==> config.mk <==
export PLATFORM = sky130hd
export DESIGN_NAME = tcs_cmd_status
export DESIGN_NICKNAME = d
export VERILOG_FILES = /design/src/core/tcs_pkg.sv /design/src/core/tcs_rpt_if.sv /design/src/core/tcs_cmd_status.sv /design/src/core/tcs_report_hold.sv
export SDC_FILE = /design/constraint.sdc
export NUM_CORES = 1
export LEC_CHECK = 0
export ABC_AREA = 1
export BUFFER_PORTS_ARGS = -buffer_cell sky130_fd_sc_hd__buf_4
export CAP_MARGIN = 20
export CELL_PAD_IN_SITES_DETAIL_PLACEMENT = 0
export CELL_PAD_IN_SITES_GLOBAL_PLACEMENT = 1
export CORE_MARGIN = 5
export CORE_UTILIZATION = 39
export CTS_CLUSTER_DIAMETER = 80
export CTS_CLUSTER_SIZE = 28
export DETAILED_ROUTE_END_ITERATION = 8
export PLACE_DENSITY_LB_ADDON = 0.05
export SLEW_MARGIN = 10
export SYNTH_ARGS = -nofsm -noshare
export SYNTH_HDL_FRONTEND = slang
export SYNTH_HIERARCHICAL = 1
export SYNTH_SLANG_ARGS = --single-unit
==> constraint.sdc <==
create_clock -name core_clk -period 1.75 [get_ports core_clk]
set_clock_uncertainty 0.05 [all_clocks]
set_input_delay 0.4375 -clock core_clk [delete_from_list [all_inputs] [get_ports core_clk]]
set_output_delay 0.4375 -clock core_clk [all_outputs]
set_load 0.02 [all_outputs]
==> src/core/tcs_pkg.sv <==
package tcs_pkg;

   // ------------------------------------------------------------
   // Report codes and step codes
   // ------------------------------------------------------------
   localparam logic [7:0] CODE_BUS_RESET = 8'h01;
   localparam logic [7:0] CODE_REG_PAR   = 8'h22;
   localparam logic [7:0] CODE_SCSI_PAR  = 8'h24;
   localparam logic [7:0] CODE_TIMEOUT   = 8'h2C;
   localparam logic [7:0] CODE_DONE      = 8'h60;
   localparam logic [7:0] CODE_DONE_ATN  = 8'h61;
   localparam logic [7:0] CODE_ATN_MSG   = 8'h62;
   localparam logic [7:0] CODE_DOUBLE    = 8'h64;
   localparam logic [7:0] CODE_REJECT    = 8'h65;
   localparam logic [7:0] CODE_MSG_BUSY  = 8'h66;
   localparam logic [7:0] CODE_RX_BUSY   = 8'h6C;
   localparam logic [7:0] STEP_0         = 8'h00;
   localparam logic [7:0] STEP_1         = 8'h01;
   localparam logic [7:0] STEP_2         = 8'h02;

   // ------------------------------------------------------------
   // Command codes seen by this block
   // ------------------------------------------------------------
   localparam logic [7:0] CMD_SEND_MSG   = 8'h10;
   localparam logic [7:0] CMD_RECV_CMD   = 8'h11;
   localparam logic [7:0] CMD_RECV_MSG   = 8'h12;
   localparam logic [7:0] CMD_RESELECT   = 8'h20;
   localparam logic [7:0] CMD_SELECT     = 8'h30;

   // ------------------------------------------------------------
   // Widths and byte count constants
   // ------------------------------------------------------------
   localparam int         CNT_W          = 8;
   localparam int         TMR_W          = 16;
   localparam logic [7:0] CNT_ZERO       = 8'h00;
   localparam logic [7:0] CNT_ONE        = 8'h01;

   typedef enum logic [1:0] {
      ST_IDLE, ST_XFER, ST_AUTO, ST_REPORT
   } tcs_state_t;

   function automatic logic tcs_is_xfer(input logic [7:0] c);
      return c == CMD_SEND_MSG || c == CMD_RECV_CMD || c == CMD_RECV_MSG;
   endfunction : tcs_is_xfer

   function automatic logic tcs_is_known(input logic [7:0] c);
      return tcs_is_xfer(c) || c == CMD_RESELECT || c == CMD_SELECT;
   endfunction : tcs_is_known

endpackage : tcs_pkg

==> src/core/tcs_rpt_if.sv <==
`timescale 1ns/10ps
interface tcs_rpt_if;
   logic       push;
   logic [7:0] pushCode;
   logic [7:0] pushStep;
   logic       setDefer;
   logic       free;
   logic       ack;
   logic       irq;
   logic [7:0] code;
   logic [7:0] step;

   modport src  (output push, pushCode, pushStep, setDefer, ack,
                 input  free, irq, code, step);
   modport hold (input  push, pushCode, pushStep, setDefer, ack,
                 output free, irq, code, step);
endinterface : tcs_rpt_if

==> src/core/tcs_cmd_status.sv <==
`timescale 1ns/10ps
// Behaviour
// Reset before transfer reports 01H, step 00H.
// Reset during transfer ends it, 01H step 01H.
// Handshake timeout stops transfer, 2CH step 01H.
// Normal end 60H/02H, or 61H with attention.
// Auto receive after attention, message taken: 62H.
// Send with auto message, buffer busy: 66H.
// Zero byte count refuses command: 65H/01H.
// Receive byte parity error ends: 24H/01H.
// Receive bytes refused, buffer busy: 6CH/01H.
// Receive-message attention always 61H, never 62H.
// Auto message errors use listed step 01H.
// Command during command: result, then 64H.
// Ready source pending at command: then 64H.
// Illegal or out-of-nexus commands: 65H/00H.
// Host register parity error reports 22H/00H.
// Hold report and interrupt until acknowledged.
module tcs_cmd_status
   import tcs_pkg::*;
#(
   parameter int TIMER_W = tcs_pkg::TMR_W
)(
   // Clock and reset
   input  wire logic                   core_clk,
   input  wire logic                   rst_b,
   // Host command port
   input  wire logic                   cmdValid,
   input  wire logic [7:0]             cmdCode,
   input  wire logic [tcs_pkg::CNT_W-1:0] byteCount,
   input  wire logic                   autoRecv,
   input  wire logic [TIMER_W-1:0]     reqAckLimit,
   input  wire logic                   regParityErr,
   input  wire logic                   readyPending,
   input  wire logic                   targetMode,
   input  wire logic                   nexusUp,
   // Transfer engine on the same clock
   input  wire logic                   reqAckWait,
   input  wire logic                   byteDone,
   input  wire logic                   byteParErr,
   input  wire logic                   inBufFull,
   // SCSI pins
   input  wire logic                   busResetPin,
   input  wire logic                   attnPin,
   // Host report
   input  wire logic                   hostAck,
   output      logic                   hostIrq,
   output      logic [7:0]             intCode,
   output      logic [7:0]             stepCode
);
   import tcs_pkg::*;

   tcs_rpt_if rpt ();

   tcs_state_t             state;
   logic [7:0]             opCode;
   logic [CNT_W-1:0]       remaining;
   logic [TIMER_W-1:0]     timer;
   logic [7:0]             rptCode;
   logic [7:0]             rptStep;
   logic [1:0]             pinS1, pinS2, pinS3;
   logic                   busReset, atn;
   logic                   regParPend, deferPend;
   logic                   timeoutHit, isRecv, pushReg, pushCmd, cmdOk;
   logic                   badCmd;

   // ------------------------------------------------------------
   // Pin synchronisers: a level counts once stages two and three agree
   // ------------------------------------------------------------
   always_ff @(posedge core_clk or negedge rst_b) begin
      if (!rst_b) begin
         pinS1    <= 2'h0;
         pinS2    <= 2'h0;
         pinS3    <= 2'h0;
         busReset <= 1'b0;
         atn      <= 1'b0;
      end else begin
         pinS1 <= {attnPin, busResetPin};
         pinS2 <= pinS1;
         pinS3 <= pinS2;
         if (pinS2[0] == pinS3[0]) begin
            busReset <= pinS2[0];
         end
         if (pinS2[1] == pinS3[1]) begin
            atn <= pinS2[1];
         end
      end
   end

   // ------------------------------------------------------------
   // REQ/ACK timer; a limit of zero turns the check off
   // ------------------------------------------------------------
   always_ff @(posedge core_clk or negedge rst_b) begin
      if (!rst_b) begin
         timer <= '0;
      end else if ((state != ST_XFER && state != ST_AUTO) || byteDone ||
                   !reqAckWait) begin
         timer <= '0;
      end else if (timer != '1) begin
         timer <= timer + 1'b1;
      end
   end

   assign timeoutHit = (reqAckLimit != '0) && (timer >= reqAckLimit);
   assign isRecv     = (opCode == CMD_RECV_CMD) || (opCode == CMD_RECV_MSG);
   assign cmdOk      = cmdValid && state == ST_IDLE && !readyPending;
   assign badCmd     = !tcs_is_known(cmdCode) ||
                       (cmdCode == CMD_SELECT && targetMode) ||
                       (tcs_is_xfer(cmdCode) && !nexusUp) ||
                       (cmdCode == CMD_RESELECT && nexusUp);

   // ------------------------------------------------------------
   // Command sequencer
   // ------------------------------------------------------------
   always_ff @(posedge core_clk or negedge rst_b) begin
      if (!rst_b) begin
         state     <= ST_IDLE;
         opCode    <= CMD_SEND_MSG;
         remaining <= CNT_ZERO;
         rptCode   <= STEP_0;
         rptStep   <= STEP_0;
      end else begin
         unique case (state)
            ST_IDLE: begin
               if (cmdOk) begin
                  opCode    <= cmdCode;
                  remaining <= byteCount;
                  if (badCmd) begin
                     state   <= ST_REPORT;
                     rptCode <= CODE_REJECT;
                     rptStep <= STEP_0;
                  end else if (tcs_is_xfer(cmdCode) && busReset) begin
                     state   <= ST_REPORT;
                     rptCode <= CODE_BUS_RESET;
                     rptStep <= STEP_0;
                  end else if (tcs_is_xfer(cmdCode) && byteCount == CNT_ZERO)
                  begin
                     state   <= ST_REPORT;
                     rptCode <= CODE_REJECT;
                     rptStep <= STEP_1;
                  end else if (tcs_is_xfer(cmdCode)) begin
                     state <= ST_XFER;
                  end
               end
            end
            ST_XFER: begin
               if (busReset) begin
                  state   <= ST_REPORT;
                  rptCode <= CODE_BUS_RESET;
                  rptStep <= STEP_1;
               end else if (timeoutHit) begin
                  state   <= ST_REPORT;
                  rptCode <= CODE_TIMEOUT;
                  rptStep <= STEP_1;
               end else if (byteDone && isRecv && byteParErr) begin
                  state   <= ST_REPORT;
                  rptCode <= CODE_SCSI_PAR;
                  rptStep <= STEP_1;
               end else if (byteDone && isRecv && inBufFull) begin
                  state   <= ST_REPORT;
                  rptCode <= CODE_RX_BUSY;
                  rptStep <= STEP_1;
               end else if (byteDone && remaining != CNT_ONE) begin
                  remaining <= remaining - 1'b1;
               end else if (byteDone) begin
                  remaining <= CNT_ZERO;
                  rptStep   <= STEP_2;
                  if (!atn) begin
                     state   <= ST_REPORT;
                     rptCode <= CODE_DONE;
                  end else if (!autoRecv || opCode == CMD_RECV_MSG) begin
                     state   <= ST_REPORT;
                     rptCode <= CODE_DONE_ATN;
                  end else if (opCode == CMD_SEND_MSG && inBufFull) begin
                     state   <= ST_REPORT;
                     rptCode <= CODE_MSG_BUSY;
                  end else begin
                     state <= ST_AUTO;
                  end
               end
            end
            ST_AUTO: begin
               // Errors here use the step of the listed error cases.
               rptStep <= (busReset || timeoutHit || byteParErr) ? STEP_1
                                                                 : STEP_2;
               if (busReset) begin
                  state   <= ST_REPORT;
                  rptCode <= CODE_BUS_RESET;
               end else if (timeoutHit) begin
                  state   <= ST_REPORT;
                  rptCode <= CODE_TIMEOUT;
               end else if (byteDone) begin
                  state   <= ST_REPORT;
                  rptCode <= byteParErr ? CODE_SCSI_PAR : CODE_ATN_MSG;
               end
            end
            ST_REPORT: begin
               if (rpt.free) begin
                  state <= ST_IDLE;
               end
            end
         endcase
      end
   end

   // ------------------------------------------------------------
   // Pending events; a new event beats the clear in the same cycle
   // ------------------------------------------------------------
   assign pushCmd = state == ST_REPORT && rpt.free;
   assign pushReg = regParPend && rpt.free && state != ST_REPORT;

   always_ff @(posedge core_clk or negedge rst_b) begin
      if (!rst_b) begin
         regParPend <= 1'b0;
      end else begin
         regParPend <= regParityErr || (regParPend && !pushReg);
      end
   end

   // The double-issue report is released only once the sequencer is
   // idle and no ready-state source is outstanding, so it follows them.
   always_ff @(posedge core_clk or negedge rst_b) begin
      if (!rst_b) begin
         deferPend <= 1'b0;
      end else begin
         deferPend <= (cmdValid && !cmdOk) ||
                      (deferPend && !rpt.setDefer);
      end
   end

   assign rpt.push     = pushCmd || pushReg;
   assign rpt.pushCode = pushCmd ? rptCode : CODE_REG_PAR;
   assign rpt.pushStep = pushCmd ? rptStep : STEP_0;
   assign rpt.setDefer = deferPend && state == ST_IDLE && !readyPending &&
                         !rpt.push && !cmdValid;
   assign rpt.ack      = hostAck;
   assign hostIrq      = rpt.irq;
   assign intCode      = rpt.code;
   assign stepCode     = rpt.step;

   tcs_report_hold u_hold (
      .core_clk (core_clk),
      .rst_b    (rst_b),
      .rpt      (rpt.hold)
   );
endmodule : tcs_cmd_status

==> src/core/tcs_report_hold.sv <==
`timescale 1ns/10ps
module tcs_report_hold
   import tcs_pkg::*;
(
   // Clock and reset
   input wire logic  core_clk,
   input wire logic  rst_b,
   // Report channel
   tcs_rpt_if.hold   rpt
);

   logic       mainValid;
   logic       deferValid;
   logic [7:0] mainCode;
   logic [7:0] mainStep;
   logic       next_mainValid;
   logic       next_deferValid;

   // ------------------------------------------------------------
   // One report at a time; the deferred double-issue report waits
   // ------------------------------------------------------------
   always_comb begin
      next_mainValid  = mainValid;
      next_deferValid = deferValid;
      if (rpt.ack && mainValid) begin
         next_mainValid = 1'b0;
      end else if (rpt.ack) begin
         next_deferValid = 1'b0;
      end
      // A new event in the acknowledge cycle is kept, not lost.
      if (rpt.push) begin
         next_mainValid = 1'b1;
      end
      if (rpt.setDefer) begin
         next_deferValid = 1'b1;
      end
   end

   always_ff @(posedge core_clk or negedge rst_b) begin
      if (!rst_b) begin
         mainValid  <= 1'b0;
         deferValid <= 1'b0;
         mainCode   <= STEP_0;
         mainStep   <= STEP_0;
      end else begin
         mainValid  <= next_mainValid;
         deferValid <= next_deferValid;
         if (rpt.push) begin
            mainCode <= rpt.pushCode;
            mainStep <= rpt.pushStep;
         end
      end
   end

   // Main report takes precedence over the deferred one on the outputs.
   always_ff @(posedge core_clk or negedge rst_b) begin
      if (!rst_b) begin
         rpt.irq  <= 1'b0;
         rpt.code <= STEP_0;
         rpt.step <= STEP_0;
      end else begin
         rpt.irq  <= next_mainValid || next_deferValid;
         rpt.code <= next_mainValid ? (rpt.push ? rpt.pushCode : mainCode)
                                    : (next_deferValid ? CODE_DOUBLE : STEP_0);
         rpt.step <= next_mainValid ? (rpt.push ? rpt.pushStep : mainStep)
                                    : STEP_0;
      end
   end

   assign rpt.free = !mainValid;

endmodule : tcs_report_hold

-- After elaboration in Yosys (flattened, before gate mapping)
Cells that the tools add are included.
- bitwise operators: 0
- div/mod/pow operators: 0
- add/subtract/negate cells: 2
- shift-type cells: 0
- $lt $le $gt $ge: 1
- equal/unequal tests: 31
- multiply operators: 0
- multiplexer cells: 71
- reductions and logical operators: 64
- operators with widths (kind ; number):
    $mux 8 ; 39
    $eq 8x5->1 const B ; 6
    $pmux 8 s3 ; 2
    $mux 16 ; 2
    $mux 2 ; 16
    $logic_and 1x1->1 ; 25
    $logic_or 1x1->1 ; 17
    $add 16x1->16 const B ; 1
    $eq 8x6->1 const B ; 2
    $ge 16x16->1 ; 1
    $ne 16x16->1 const B ; 1
    $ne 2x2->1 const B ; 8
    $pmux 8 s2 ; 1
    $reduce_bool 16->1 ; 1
    $mux 7 ; 2
    $reduce_and 7->1 ; 2
    $ne 6x6->1 const B ; 2
    $logic_not 1->1 ; 11
    $logic_not 8->1 ; 1
    $mux 1 ; 8
    $ne 4x4->1 const B ; 2
    $ne 8x1->1 const B ; 1
    $ne 8x8->1 const B ; 1
    $pmux 2 s4 ; 1
    13 further kinds ; 16
- output and inout bits: 17
- logic and storage cells: 189
- ROM bits: 0
- flip-flop bits (word level): 95
- input port bits: 47
- bits in latches: 0
- RAM bits: 0
- memories: 0

-- Depth between registers and ports, before layout
Gate-level depths: netlist (run 1).
- depth in word-level cells: 12
- mapped depth: 20
- gate-level depth less buffers: 19

-- Modules after synthesis
Netlist (run 1), hierarchy kept.
- by module, submodules not included (module ; area an instance (sq um) ; cells each ; times used):
    tcs_cmd_status ; 3752.3 ; 539 ; 1
    tcs_report_hold ; 1312.5 ; 130 ; 1

-- Least setup slack after synthesis (run 1)
Ideal clock, no wire load.
- path type: input to register
- start: input reqAckLimit[11]
- end: register rptStep[0]
- setup slack: -0.228 ns
- data required time: 1.580 ns
- library setup time: 0.120 ns
- arrival time: 1.808 ns
- stages: 13
- cells stage by stage: inv_1 -> ha_1 -> a21oi_1 -> o21ai_0 -> a21oi_1 -> nand2_2 -> nand2_4 -> buf_6 -> nand3_1 -> nor2_1 -> nor2_2 -> nand3_1 -> nand2_1
- word-level cells in the longest chain between the ends: 6
- elaborated cells on any way between the ends: 12
- classes of those cells: 1 x order compare; 2 x eq/ne; 4 x mux; 5 x reduce/logical
- RTL lines (what ; line ; source):
    start, declared ; tcs_cmd_status.sv:32 ; input wire logic [TIMER_W-1:0] reqAckLimit,
    $ge 16x16->1 / $reduce_bool 16->1 (equally long branches) ; tcs_cmd_status.sv:104 ; assign timeoutHit = (reqAckLimit != '0) && (timer >= reqAckLimit);
    $logic_and 1x1->1 * ; tcs_cmd_status.sv:104 ;
    $logic_or 1x1->1 (2 in a row) ; tcs_cmd_status.sv:184 ; rptStep <= (busReset || timeoutHit || byteParErr) ? STEP_1
    $mux 2 ; tcs_cmd_status.sv:184 ;
    $pmux 8 s3 ; tcs_cmd_status.sv:123 ; unique case (state)
    end signal, assigned ; tcs_cmd_status.sv:184 ;
    end, declared ; tcs_cmd_status.sv:60 ; logic [7:0] rptStep;
Mark *: on every way between the ends. The rest lies on a longest branch, timed or not.
A chain may end at the register's enable or synchronous reset.

-- Worst setup path after layout (run 1)
- start: register timer[1]
- end: register remaining[4]
- word-level cells in the longest chain between the ends: 4
- RTL lines (what ; line ; source):
    start, declared ; tcs_cmd_status.sv:58 ; logic [TIMER_W-1:0] timer;
    start signal, assigned ; tcs_cmd_status.sv:100 ; timer <= timer + 1'b1;
    $ge 16x16->1 ; tcs_cmd_status.sv:104 ;
    $logic_and 1x1->1 ; tcs_cmd_status.sv:104 ;
    $ne 2x2->1 (no line) ; -- ;
    $reduce_and 7->1 (no line) ; -- ;
    end signal, assigned ; tcs_cmd_status.sv:127 ; remaining <= byteCount;
    end signal, assigned ; tcs_cmd_status.sv:164 ; remaining <= remaining - 1'b1;
    end, declared ; tcs_cmd_status.sv:57 ; logic [CNT_W-1:0] remaining;
Every way passes these cells.

==> qor.csv, run 1 <==
stage;metric;value;unit
clock_tree;CTS buffer count;9;
worst_setup_path;CP endpoint kind;register;
status;failing checks;setup timing;
floorplan;die width;124;um
power;internal power;5.87;mW
power;Cell Pwr Density;1360;nW/um^2
finish;commonest non-fill, non-tap cell in the layout;nand2_1;
worst_setup_path;reg2reg end;remaining[4]$_DFFE_PN0P_;
hold_path;hold path start;attnPin;
synth;Mapped Cells;669;
worst_setup_path;critical path type;register to register;
global_route;first-pass GRT wire length;21000;um
synth;sequential fraction of the synthesis area;0.430;
power;Sw Ratio;0.404;
synth;EDFF count, synth;0;
finish;fraction of layout cells with a size suffix above 1;0.352;
synth;ys async rst share;1.00;
clock_tree;CTS tree;done;
power;Peak VDD IR;0.642;mV
place;IO Port Bufs;63;
finish;antenna cells;0;
finish;Final #Nets;901;
routing;ANT nets after route;0;
routing;routed vias;4647;
global_route;grt total ovfl;0;
floorplan;Starting Density;0.400;
sta;Hold Vio Cnt, Final;0;
finish;Non-Filler Instances;1008;
synth;Mean Syn Cell Area;7.57;sq um
routing;drc violations;0;
clock_tree;CTS H-tree lvls;3;
synth;warnings from Yosys;6;
place;placed cell count;977;
routing;via density per instance;4.61;
floorplan;CORE AREA;12700;sq um
global_route;all-layer global routing usage;0.172;
sta;Max Fclk;478;MHz
power;leakage;3.71;nW
routing;initial drt markers;180;
floorplan;Die Y;124;um
finish;most frequent cells in the layout;nand2_1 (156), buf_4 (145), inv_1 (96);
synth;Netlist cell types;45;
global_route;largest net degree at the start of global routing;44;
worst_setup_path;R2R Path Start;timer[1]$_DFFE_PN0P_;
place;dpl hpwl;9290;um
worst_setup_path;Critical Path RT;1940;ps
clock_tree;CTS sink cnt;87;
floorplan;Die ar.;15400;sq um
floorplan;Ports;64;
global_route;vias in the first global route;4639;
sta;Max Slew Vio Count;0;
routing;drt first pass iters;4;
finish;Final Core Density;0.570;
sta;Tmin final;2090;ps
synth;Post-Synthesis Cell Area;5060;sq um
global_route;antenna violations before repair;0;
floorplan;Rows;41;
worst_setup_path;flop-to-flop setup slack;-340;ps
place;Final GP Congestion;0.838;
power;Comb pwr share;0.490;
finish;Area Overhead vs Synth;42.7;%
worst_setup_path;Reg2Reg Depth;13;
hold_path;WHS Path Cells;1;
sta;setup ws final;-343;ps
sta;worst hold slack;147;ps
routing;WL per Instance;12.3;um
power;Power Total;9.84;mW
hold_path;Min-Delay Endpoint;pinS1[1]$_DFF_PN0_;
status;outcome;finished, violations left;
place;pre-CTS WS;-637;ps
synth;Main synth FF type;dfrtp_1;
clock_tree;CTS Buffer Depth;2;
clock_tree;Clock transition at path regs;70;ps
run;MaxCap Viol Count;0;
clock_tree;Clk Latency, worst-skew pair;350;ps
sta;Finish-stage setup viols;29;
sta;Final Cycle Share;1.20;
sta;unrepaired setup endpoints after global routing;true;
clock_tree;Clk Tree Root Cell;clkbuf_16;
synth;#FFs+latches synth;87;
hold_path;Hold Path Class;primary input to register;
power;sequential share of power;0.305;
power;NetSw;3.97;mW
worst_setup_path;startpoint types;register;
worst_setup_path;WP data arrival;2290;ps
worst_setup_path;CP Max Fanout;8;
power;power share of the clock group;0.205;
routing;total wire length;12400;um
[flip-flops by register name, summed over array words and instances, names as in the netlist]
signal and count:
u_hold/rpt.step 8, busReset 1, u_hold/rpt.irq 1, regParPend 1
rptCode 6, deferPend 1, pinS2 2, opCode 8
u_hold/deferValid 1, u_hold/mainValid 1, pinS3 2, atn 1
u_hold/mainCode 8, timer 16, state 2, u_hold/rpt.code 8
pinS1 2, remaining 8, u_hold/mainStep 8, rptStep 2
[critical path, stage by stage (launching register included)]
cell	delay, ps
dfrtp_1	440
ha_4	290
nand4_1	90
nor2_1	110
nor2_1	50
nand2_1	90
nand2_1	70
nand2_2	90
nand2_4	90
nand2_2	110
nor2_4	40
or2_4	320
nand3_1	80
nand2_1	50
[kinds of logic after synthesis]
logic type | count (synthesis) | share of synthesized area
AOI/OAI and AO/OA | 85 | 0.0931
xor gates and xnor gates | 6 | 0.0104
adders and majority gates | 25 | 0.0608
buffers and inverters | 136 | 0.109
DFF | 87 | 0.430
other | 1 | 0.000740
and+or+nand+nor | 329 | 0.296
[repair_timing]
action / CTS / global route
pin swaps: 5 / 31
buffers inserted: 5 / 9
endpoints found under the hold margin: 22 / 0
hold buffers: 1 / 0
gates resized for setup: 21 / 67
setup endpoints to repair: 32 / 38
[layout make-up]
class / count / area, sq um
inverters: 124 / 495
fillers: 1244 / 5440
clock buffers: 10 / 229
multi-input cells: 453 / 2790
repair buffers: 156 / 1240
well taps: 172 / 215
flip-flops and latches: 87 / 2180
clock inverters: 6 / 77.6
[cell usage after synthesis (all sizes together), types with 2 or more instances]
library cell	instances	area share
a31oi	2	0.0025
nand2	184	0.14
nor2	73	0.063
maj3	2	0.0040
xnor2	2	0.0035
inv	124	0.092
nand3	39	0.045
o211ai	2	0.0030
or2	5	0.0062
a21oi	19	0.019
o21ai	51	0.054
nand4	14	0.017
xor2	4	0.0069
nor4	4	0.0062
o22ai	7	0.0086
ha	23	0.057
clkbuf	4	0.0030
nor3	8	0.011
dfrtp	86	0.42
buf	8	0.014
[power groups by stage]
stage	Sequential [mW]	Clock (mW)	Combinational, mW
after floorplan	3.22	0	2.79
after global placement	3.02	0	4.43
after detailed placement	3.04	0	4.48
after CTS	3.00	2.06	4.62
after global routing	3.09	2.15	5.48
final	3.00	2.01	4.82
[through the flow]
stage | setup TNS (ps) | instance area, sq um
3_5_place_dp | -10930 | 6490
5_1_grt | -9860 | 7230
6_report | -6160 | 7230
2_1_floorplan | -1950 | 5280
4_1_cts | -5260 | 6930
3_3_place_gp | -10330 | 6490
[how the worst max path moves through the flow]
stage	startpoint	to	depth (start not counted)
6_report	timer[1]$_DFFE_PN0P_	remaining[4]$_DFFE_PN0P_	13
5_1_grt	timer[0]$_DFFE_PN0P_	rptCode[2]$_DFFE_PN0P_	17
4_1_cts	timer[7]$_DFFE_PN0P_	state[1]$_DFFE_PN0P_	15
3_5_place_dp	reqAckLimit[0]	remaining[6]$_DFFE_PN0P_	10
3_3_place_gp	reqAckLimit[0]	remaining[4]$_DFFE_PN0P_	10
2_1_floorplan	reqAckLimit[7]	remaining[7]$_DFFE_PN0P_	17
[layer usage]
layer  GRT usage  wire length, um  up-vias  share of wire
li1            -                -     2426              -
met1       0.224             5730     2125           0.46
met2       0.285             5940       75           0.48
met3      0.0322              513       21          0.041
met4      0.0637              224        0          0.018
met5           0                0        -              0
Note: power is estimated with default switching activity, not from simulation.
==> run 2, diff against run 1 <==
Settings changed: SYNTH_HIERARCHICAL 1 to not set.
==> qor.csv, run 2 <==
stage;metric;value;unit;change
clock_tree;Clock transition at path regs;70;ps;about the same
finish;Area Overhead vs Synth;49.1;%;
finish;Final #Nets;833;;-7.5%
floorplan;Ports;64;;unchanged
routing;via density per instance;4.73;;+2.6%
run;MaxCap Viol Count;0;;unchanged
worst_setup_path;CP Max Fanout;6;;-2
hold_path;Min-Delay Endpoint;pinS1[1]$_DFF_PN0_;;
worst_setup_path;reg2reg end;remaining[6]$_DFFE_PN0P_;;
routing;drc violations;0;;unchanged
global_route;vias in the first global route;4162;;-10%
power;Peak VDD IR;0.698;mV;+8.8%
worst_setup_path;CP endpoint kind;register;;
synth;Net Count, Synth;659;;
worst_setup_path;Reg2Reg Depth;11;;-2
floorplan;Die ar.;14600;sq um;-5.2%
global_route;first-pass GRT wire length;19800;um;-5.8%
floorplan;Rows;40;;-2.4%
sta;Max Fclk;504;MHz;+5.4%
synth;warnings from Yosys;0;;-6
synth;area share of the leading cell type in the synthesized netlist;0.450;;+0.0255
hold_path;Hold Path Class;primary input to register;;
finish;register area;2180;sq um;about the same
hold_path;hold path start;attnPin;;
synth;Mean Syn Cell Area;8.11;sq um;+7.2%
finish;fraction of layout cells with a size suffix above 1;0.426;;+0.0741
worst_setup_path;flop-to-flop setup slack;-230;ps;+110 ps
finish;max reg flops;16;;unchanged
global_route;all-layer global routing usage;0.169;;-0.00349
sta;Tmin final;1980;ps;-108 ps
synth;post-synth top area cell;dfrtp_1;;
finish;Multi-input gate area;2680;sq um;-4.3%
global_route;antenna violations before repair;0;;unchanged
finish;Biggest register;timer;;
place;dpl cell area;6290;sq um;-3.1%
status;outcome;finished, violations left;;
finish;post-route cell area;7130;sq um;-1.4%
synth;top-count cell post-synth;nand2_1;;
floorplan;Starting Density;0.398;;-0.00191
clock_tree;CTS buffer count;9;;unchanged
sta;Finish-stage setup viols;23;;-21%
power;leakage;3.69;nW;-0.37%
routing;total wire length;11800;um;-4.7%
synth;ys async rst share;1.00;;unchanged
routing;WL per Instance;12.9;um;+5.0%
global_route;largest net degree at the start of global routing;28;;-36%
finish;antenna cells;0;;unchanged
global_route;grt total ovfl;0;;unchanged
worst_setup_path;startpoint types;register;;
power;Cell Pwr Density;1260;nW/um^2;-7.5%
power;Power Total;8.98;mW;-8.8%
worst_setup_path;R2R Path Start;timer[11]$_DFFE_PN0P_;;
synth;Synth area leaders;dfrtp_1 (45%), nand2_1 (12%), inv_1 (7.6%);;
clock_tree;Clk Tree Root Cell;clkbuf_16;;
place;dpl hpwl;8810;um;-5.2%
sta;Hold Vio Cnt, Final;0;;unchanged
finish;most frequent cells in the layout;buf_4 (152), nand2_1 (135), dfrtp_1 (84);;
sta;setup ws final;-235;ps;+108 ps
sta;Slew @ Worst Pin;390;ps;
synth;EDFF count, synth;0;;unchanged
synth;Post-Synthesis Cell Area;4780;sq um;-5.7%
synth;#FFs+latches synth;87;;unchanged
clock_tree;CTS Buffer Depth;2;;unchanged
finish;Layout fillers;1112;;-11%
status;failing checks;setup timing;;
clock_tree;CTS tree;done;;
clock_tree;CTS H-tree lvls;3;;unchanged
routing;routed vias;4329;;-6.8%
synth;synth cell count leaders;nand2_1 (155), inv_1 (97), dfrtp_1 (86), nor2_1 (34), nand3_1 (33);;
clock_tree;CTS sink cnt;87;;unchanged
finish;commonest non-fill, non-tap cell in the layout;buf_4;;
worst_setup_path;critical path type;register to register;;
routing;drt first pass iters;5;;+1
synth;Mapped Cells;589;;-12%
floorplan;CORE AREA;12000;sq um;-5.2%
sta;slew margin rel.;0.738;;
routing;ANT nets after route;0;;unchanged
place;IO Port Bufs;63;;unchanged
routing;initial drt markers;227;;+26%
floorplan;die width;121;um;-2.6%
synth;Main synth FF type;dfrtp_1;;
worst_setup_path;Critical Path RT;1930;ps;about the same
sta;Max Slew Vio Count;0;;unchanged
worst_setup_path;WP data arrival;2170;ps;-120 ps
synth;sequential fraction of the synthesis area;0.456;;+0.0258
place;Final GP Congestion;0.828;;-1.2%
sta;unrepaired setup endpoints after global routing;true;;
synth;Netlist cell types;47;;+4.4%
sta;worst hold slack;139;ps;-8.00 ps
hold_path;WHS Path Cells;1;;unchanged
sta;Final Cycle Share;1.13;;-0.0618
clock_tree;Clk Latency, worst-skew pair;350;ps;about the same
floorplan;Die Y;121;um;-2.6%
sta;final setup TNS;-3990;ps;+2170 ps
-- run 2: cell types whose count changed in the layout (fill, tap and decap cells not counted), moves of 6 or more --
| cell | before | now |
|---|---|---|
| buf_4 | 145 | 152 |
| o21ai_0 | 33 | 18 |
| o21ai_1 | 15 | 8 |
| inv_1 | 96 | 77 |
| nor2_1 | 56 | 25 |
| nand2_1 | 156 | 135 |
| o22ai_1 | 7 | 1 |
| buf_6 | 7 | 13 |
| conb_1 | 8 | 0 |
| o21ai_2 | 2 | 8 |
-- run 2: worst max-delay path by stage --
stage / to / slack (ps) / cells after the start / from
after floorplan: remaining[6]$_DFFE_PN0P_ / -110 / 16 / timer[7]$_DFFE_PN0P_
after detailed placement: state[0]$_DFFE_PN0P_ / -430 / 17 / reqAckLimit[4]
after CTS: rptCode[2]$_DFFE_PN0P_ / -230 / 16 / timer[5]$_DFFE_PN0P_
after global routing: rptCode[1]$_DFFE_PN0P_ / -390 / 15 / timer[6]$_DFFE_PN0P_
after global placement: state[0]$_DFFE_PN0P_ / -390 / 17 / reqAckLimit[7]
final: remaining[6]$_DFFE_PN0P_ / -230 / 11 / timer[11]$_DFFE_PN0P_
-- run 2: cell families after synthesis --
| logic type | synth area share |
|---|---|
| simple gates | 0.273 |
| buf+inv | 0.0948 |
| flops | 0.456 |
| compound gates | 0.101 |
| fa+ha+maj | 0.0644 |
| xor+xnor | 0.0110 |
-- run 2: routing by layer --
layer	vias to the layer above	part of all wire	global-route usage
met1	2024	0.47	0.229
met5	-	0	0
met4	0	0.0080	0.0390
li1	2238	-	-
met2	58	0.49	0.271
met3	9	0.034	0.0421
-- run 2: final cells by class --
type | count | share of cell area
clock buffer | 10 | 0.0321
inverter | 103 | 0.0576
timing repair buffer | 171 | 0.196
tap | 147 | 0.0258
clock inverter | 6 | 0.00702
multi-input combinational | 391 | 0.375
sequential | 87 | 0.306
-- run 2: where the power goes --
group | total, mW | internal, mW | switching [mW]
Sequential | 2.79 | 2.50 | 0.285
Clock | 1.85 | 0.986 | 0.864
Combinational | 4.34 | 1.90 | 2.43
-- run 2: worst max-delay path, cell delays in order (launching register included) --
cell	delay, ps
dfrtp_2	430
ha_4	250
a21oi_1	150
o21ai_1	80
a21oi_1	180
nand2_2	90
nand2_4	140
nand3_4	110
o21ai_4	120
nand2_4	140
nand2_2	80
o21ai_2	50
-- run 2: timing repair --
action / 4_1_cts / 5_1_grt
pin swaps: 24 / 32
endpoints found under the setup margin: 33 / 47
cloned: 1 / 0
setup buffers: 7 / 9
gates resized for setup: 52 / 65
hold buffers: 1 / 0
hold endpoints to repair: 22 / 0
-- run 2: metrics by stage --
stage	util	setup WS [ps]	instances
after global placement	0.524	-392	883
after floorplan	-	-113	589
final	0.593	-235	915
after global routing	0.593	-388	915
after CTS	0.571	-231	908
after detailed placement	0.524	-429	883
==> run 3, diff against run 2 <==
Settings changed: CTS_BUF_LIST set to sky130_fd_sc_hd__clkbuf_16.
==> qor.csv, run 3 (synthesized netlist as in run 2, its figures left out) <==
stage;metric;value;unit;change
place;Final GP Congestion;0.828;;unchanged
power;Peak VDD IR;0.698;mV;about the same
clock_tree;CTS buffer count;9;;unchanged
place;dpl cell area;6290;sq um;unchanged
hold_path;hold path start;attnPin;;
place;dpl hpwl;8810;um;unchanged
power;NetSw;3.58;mW;about the same
sta;unrepaired setup endpoints after global routing;true;;
finish;Final Core Density;0.593;;unchanged
worst_setup_path;startpoint types;register;;
finish;most frequent cells in the layout;buf_4 (152), nand2_1 (135), dfrtp_1 (84);;
hold_path;Min-Delay Endpoint;pinS1[1]$_DFF_PN0_;;
worst_setup_path;CP cell instances;ha_4 -> a21oi_1 -> o21ai_1 -> a21oi_1 -> nand2_2 -> nand2_4 -> nand3_4 -> o21ai_4 -> nand2_4 -> nand2_2 -> o21ai_2;;
floorplan;Starting Density;0.398;;unchanged
clock_tree;Clk Latency, worst-skew pair;350;ps;about the same
worst_setup_path;Worst path slowest cell;dfrtp_2;;
sta;slew margin rel.;0.738;;unchanged
finish;antenna cells;0;;unchanged
finish;commonest non-fill, non-tap cell in the layout;buf_4;;
clock_tree;CTS sink cnt;87;;unchanged
floorplan;Rows;40;;unchanged
power;internal power;5.39;mW;-0.11%
finish;max reg flops;16;;unchanged
finish;Layout fillers;1112;;unchanged
sta;Finish-stage setup viols;23;;unchanged
run;MaxCap Viol Count;0;;unchanged
worst_setup_path;R2R Path Start;timer[11]$_DFFE_PN0P_;;
worst_setup_path;flop-to-flop setup slack;-230;ps;about the same
routing;routed vias;4321;;-0.18%
worst_setup_path;Critical Path RT;1930;ps;about the same
place;IO Port Bufs;63;;unchanged
finish;Final #Nets;833;;unchanged
clock_tree;CTS Buffer Depth;2;;unchanged
worst_setup_path;cell family with most CP delay;compound AO/OA/AOI/OAI gates;;
power;leakage;3.70;nW;+0.11%
sta;Hold Vio Cnt, Final;0;;unchanged
finish;Area Overhead vs Synth;49.1;%;unchanged
worst_setup_path;critical path's largest stage delay;430;ps;about the same
power;Comb pwr share;0.484;;about the same
routing;ANT nets after route;0;;unchanged
power;sequential share of power;0.311;;about the same
clock_tree;CTS H-tree lvls;3;;unchanged
routing;initial drt markers;228;;+0.44%
sta;Max Fclk;504;MHz;unchanged
status;failing checks;setup timing;;
worst_setup_path;reg2reg end;remaining[6]$_DFFE_PN0P_;;
routing;drt first pass iters;5;;unchanged
global_route;grt total ovfl;0;;unchanged
worst_setup_path;critical path type;register to register;;
power;Sw Ratio;0.399;;about the same
clock_tree;Clock transition at path regs;70;ps;about the same
power;power share of the clock group;0.205;;about the same
finish;Biggest register;timer;;
sta;Slew @ Worst Pin;390;ps;unchanged
global_route;antenna violations before repair;0;;unchanged
worst_setup_path;CP Max Fanout;6;;unchanged
global_route;first-pass GRT wire length;19800;um;unchanged
sta;setup ws final;-235;ps;unchanged
worst_setup_path;CP endpoint kind;register;;
routing;via density per instance;4.72;;-0.18%
sta;Final Cycle Share;1.13;;unchanged
routing;drc violations;0;;unchanged
floorplan;die width;121;um;unchanged
hold_path;WHS Path Cells;1;;unchanged
global_route;all-layer global routing usage;0.169;;unchanged
routing;total wire length;11800;um;about the same
power;Cell Pwr Density;1260;nW/um^2;about the same
worst_setup_path;WP data arrival;2170;ps;about the same
power;Power Total;8.97;mW;about the same
worst_setup_path;worst path bufs/invs;0;;unchanged
floorplan;Ports;64;;unchanged
finish;fraction of layout cells with a size suffix above 1;0.426;;unchanged
status;outcome;finished, violations left;;
sta;Tmin final;1980;ps;unchanged
floorplan;CORE AREA;12000;sq um;unchanged
worst_setup_path;Reg2Reg Depth;11;;unchanged
sta;final setup TNS;-3990;ps;+8.80 ps
global_route;largest net degree at the start of global routing;28;;unchanged
floorplan;Die Y;121;um;unchanged
clock_tree;CTS tree;done;;
hold_path;Hold Path Class;primary input to register;;
clock_tree;Clk Tree Root Cell;clkbuf_16;;
routing;WL per Instance;12.9;um;about the same
finish;post-route cell area;7130;sq um;unchanged
floorplan;Die ar.;14600;sq um;unchanged
global_route;vias in the first global route;4162;;unchanged
sta;Max Slew Vio Count;0;;unchanged
[run 3: power by group through the flow]
stage                     logic [mW]  registers, mW  clock network (mW)
final                           4.34           2.79                1.84
after global routing            4.84           2.85                1.99
after CTS                       4.17           2.77                1.88
after detailed placement        3.95           2.80                   0
after global placement          3.90           2.79                   0
after floorplan                 2.34           2.86                   0
[run 3: routing by layer]
layer  track usage  vias to the layer above  share of wire
met5             0                        -              0
met4        0.0390                        0         0.0080
met3        0.0421                        9          0.034
met2         0.271                       56           0.49
met1         0.229                     2018           0.47
li1              -                     2238              -
[run 3: area by class of cell]
cell class | instances | area [sq um] | area share
Multi-Input combinational cell | 391 | 2680 | 0.375
Clock inverter | 7 | 53.8 | 0.00755
Inverter | 103 | 410 | 0.0576
Tap cell | 147 | 184 | 0.0258
Clock buffer | 9 | 225 | 0.0316
Timing Repair Buffer | 171 | 1400 | 0.196
Sequential cell | 87 | 2180 | 0.306
[run 3: stage by stage]
| step | setup WS, ps | std cells | hold slack (ps) |
|---|---|---|---|
| global route | -388 | 915 | 123 |
| CTS | -231 | 908 | 126 |
| detailed placement | -429 | 883 | 290 |
| floorplan | -113 | 589 | 91.9 |
| finish | -235 | 915 | 139 |
| global placement | -392 | 883 | 283 |
[run 3: worst reg2reg max path, delay by kind of cell (launching register included)]
| family | cells | cell delay (ps) |
|---|---|---|
| compound gates | 5 | 580 |
| fa+ha+maj | 1 | 250 |
| flops | 1 | 430 |
| simple gates | 5 | 570 |
[run 3: worst max-delay path by stage]
stage                     depth (start not counted)                  start                       end
after floorplan                                  16   timer[7]$_DFFE_PN0P_  remaining[6]$_DFFE_PN0P_
after global placement                           17         reqAckLimit[7]      state[0]$_DFFE_PN0P_
after detailed placement                         17         reqAckLimit[4]      state[0]$_DFFE_PN0P_
after CTS                                        16   timer[5]$_DFFE_PN0P_    rptCode[2]$_DFFE_PN0P_
after global routing                             15   timer[6]$_DFFE_PN0P_    rptCode[1]$_DFFE_PN0P_
final                                            11  timer[11]$_DFFE_PN0P_  remaining[6]$_DFFE_PN0P_
[run 3: repair_timing]
| item | 4_1_cts | 5_1_grt |
|---|---|---|
| cloned | 1 | 0 |
| pin swaps | 24 | 32 |
| endpoints found under the setup margin | 33 | 47 |
| resized for setup | 52 | 65 |
| buffers inserted | 7 | 9 |
| endpoints found under the hold margin | 22 | 0 |
| hold buffers | 1 | 0 |
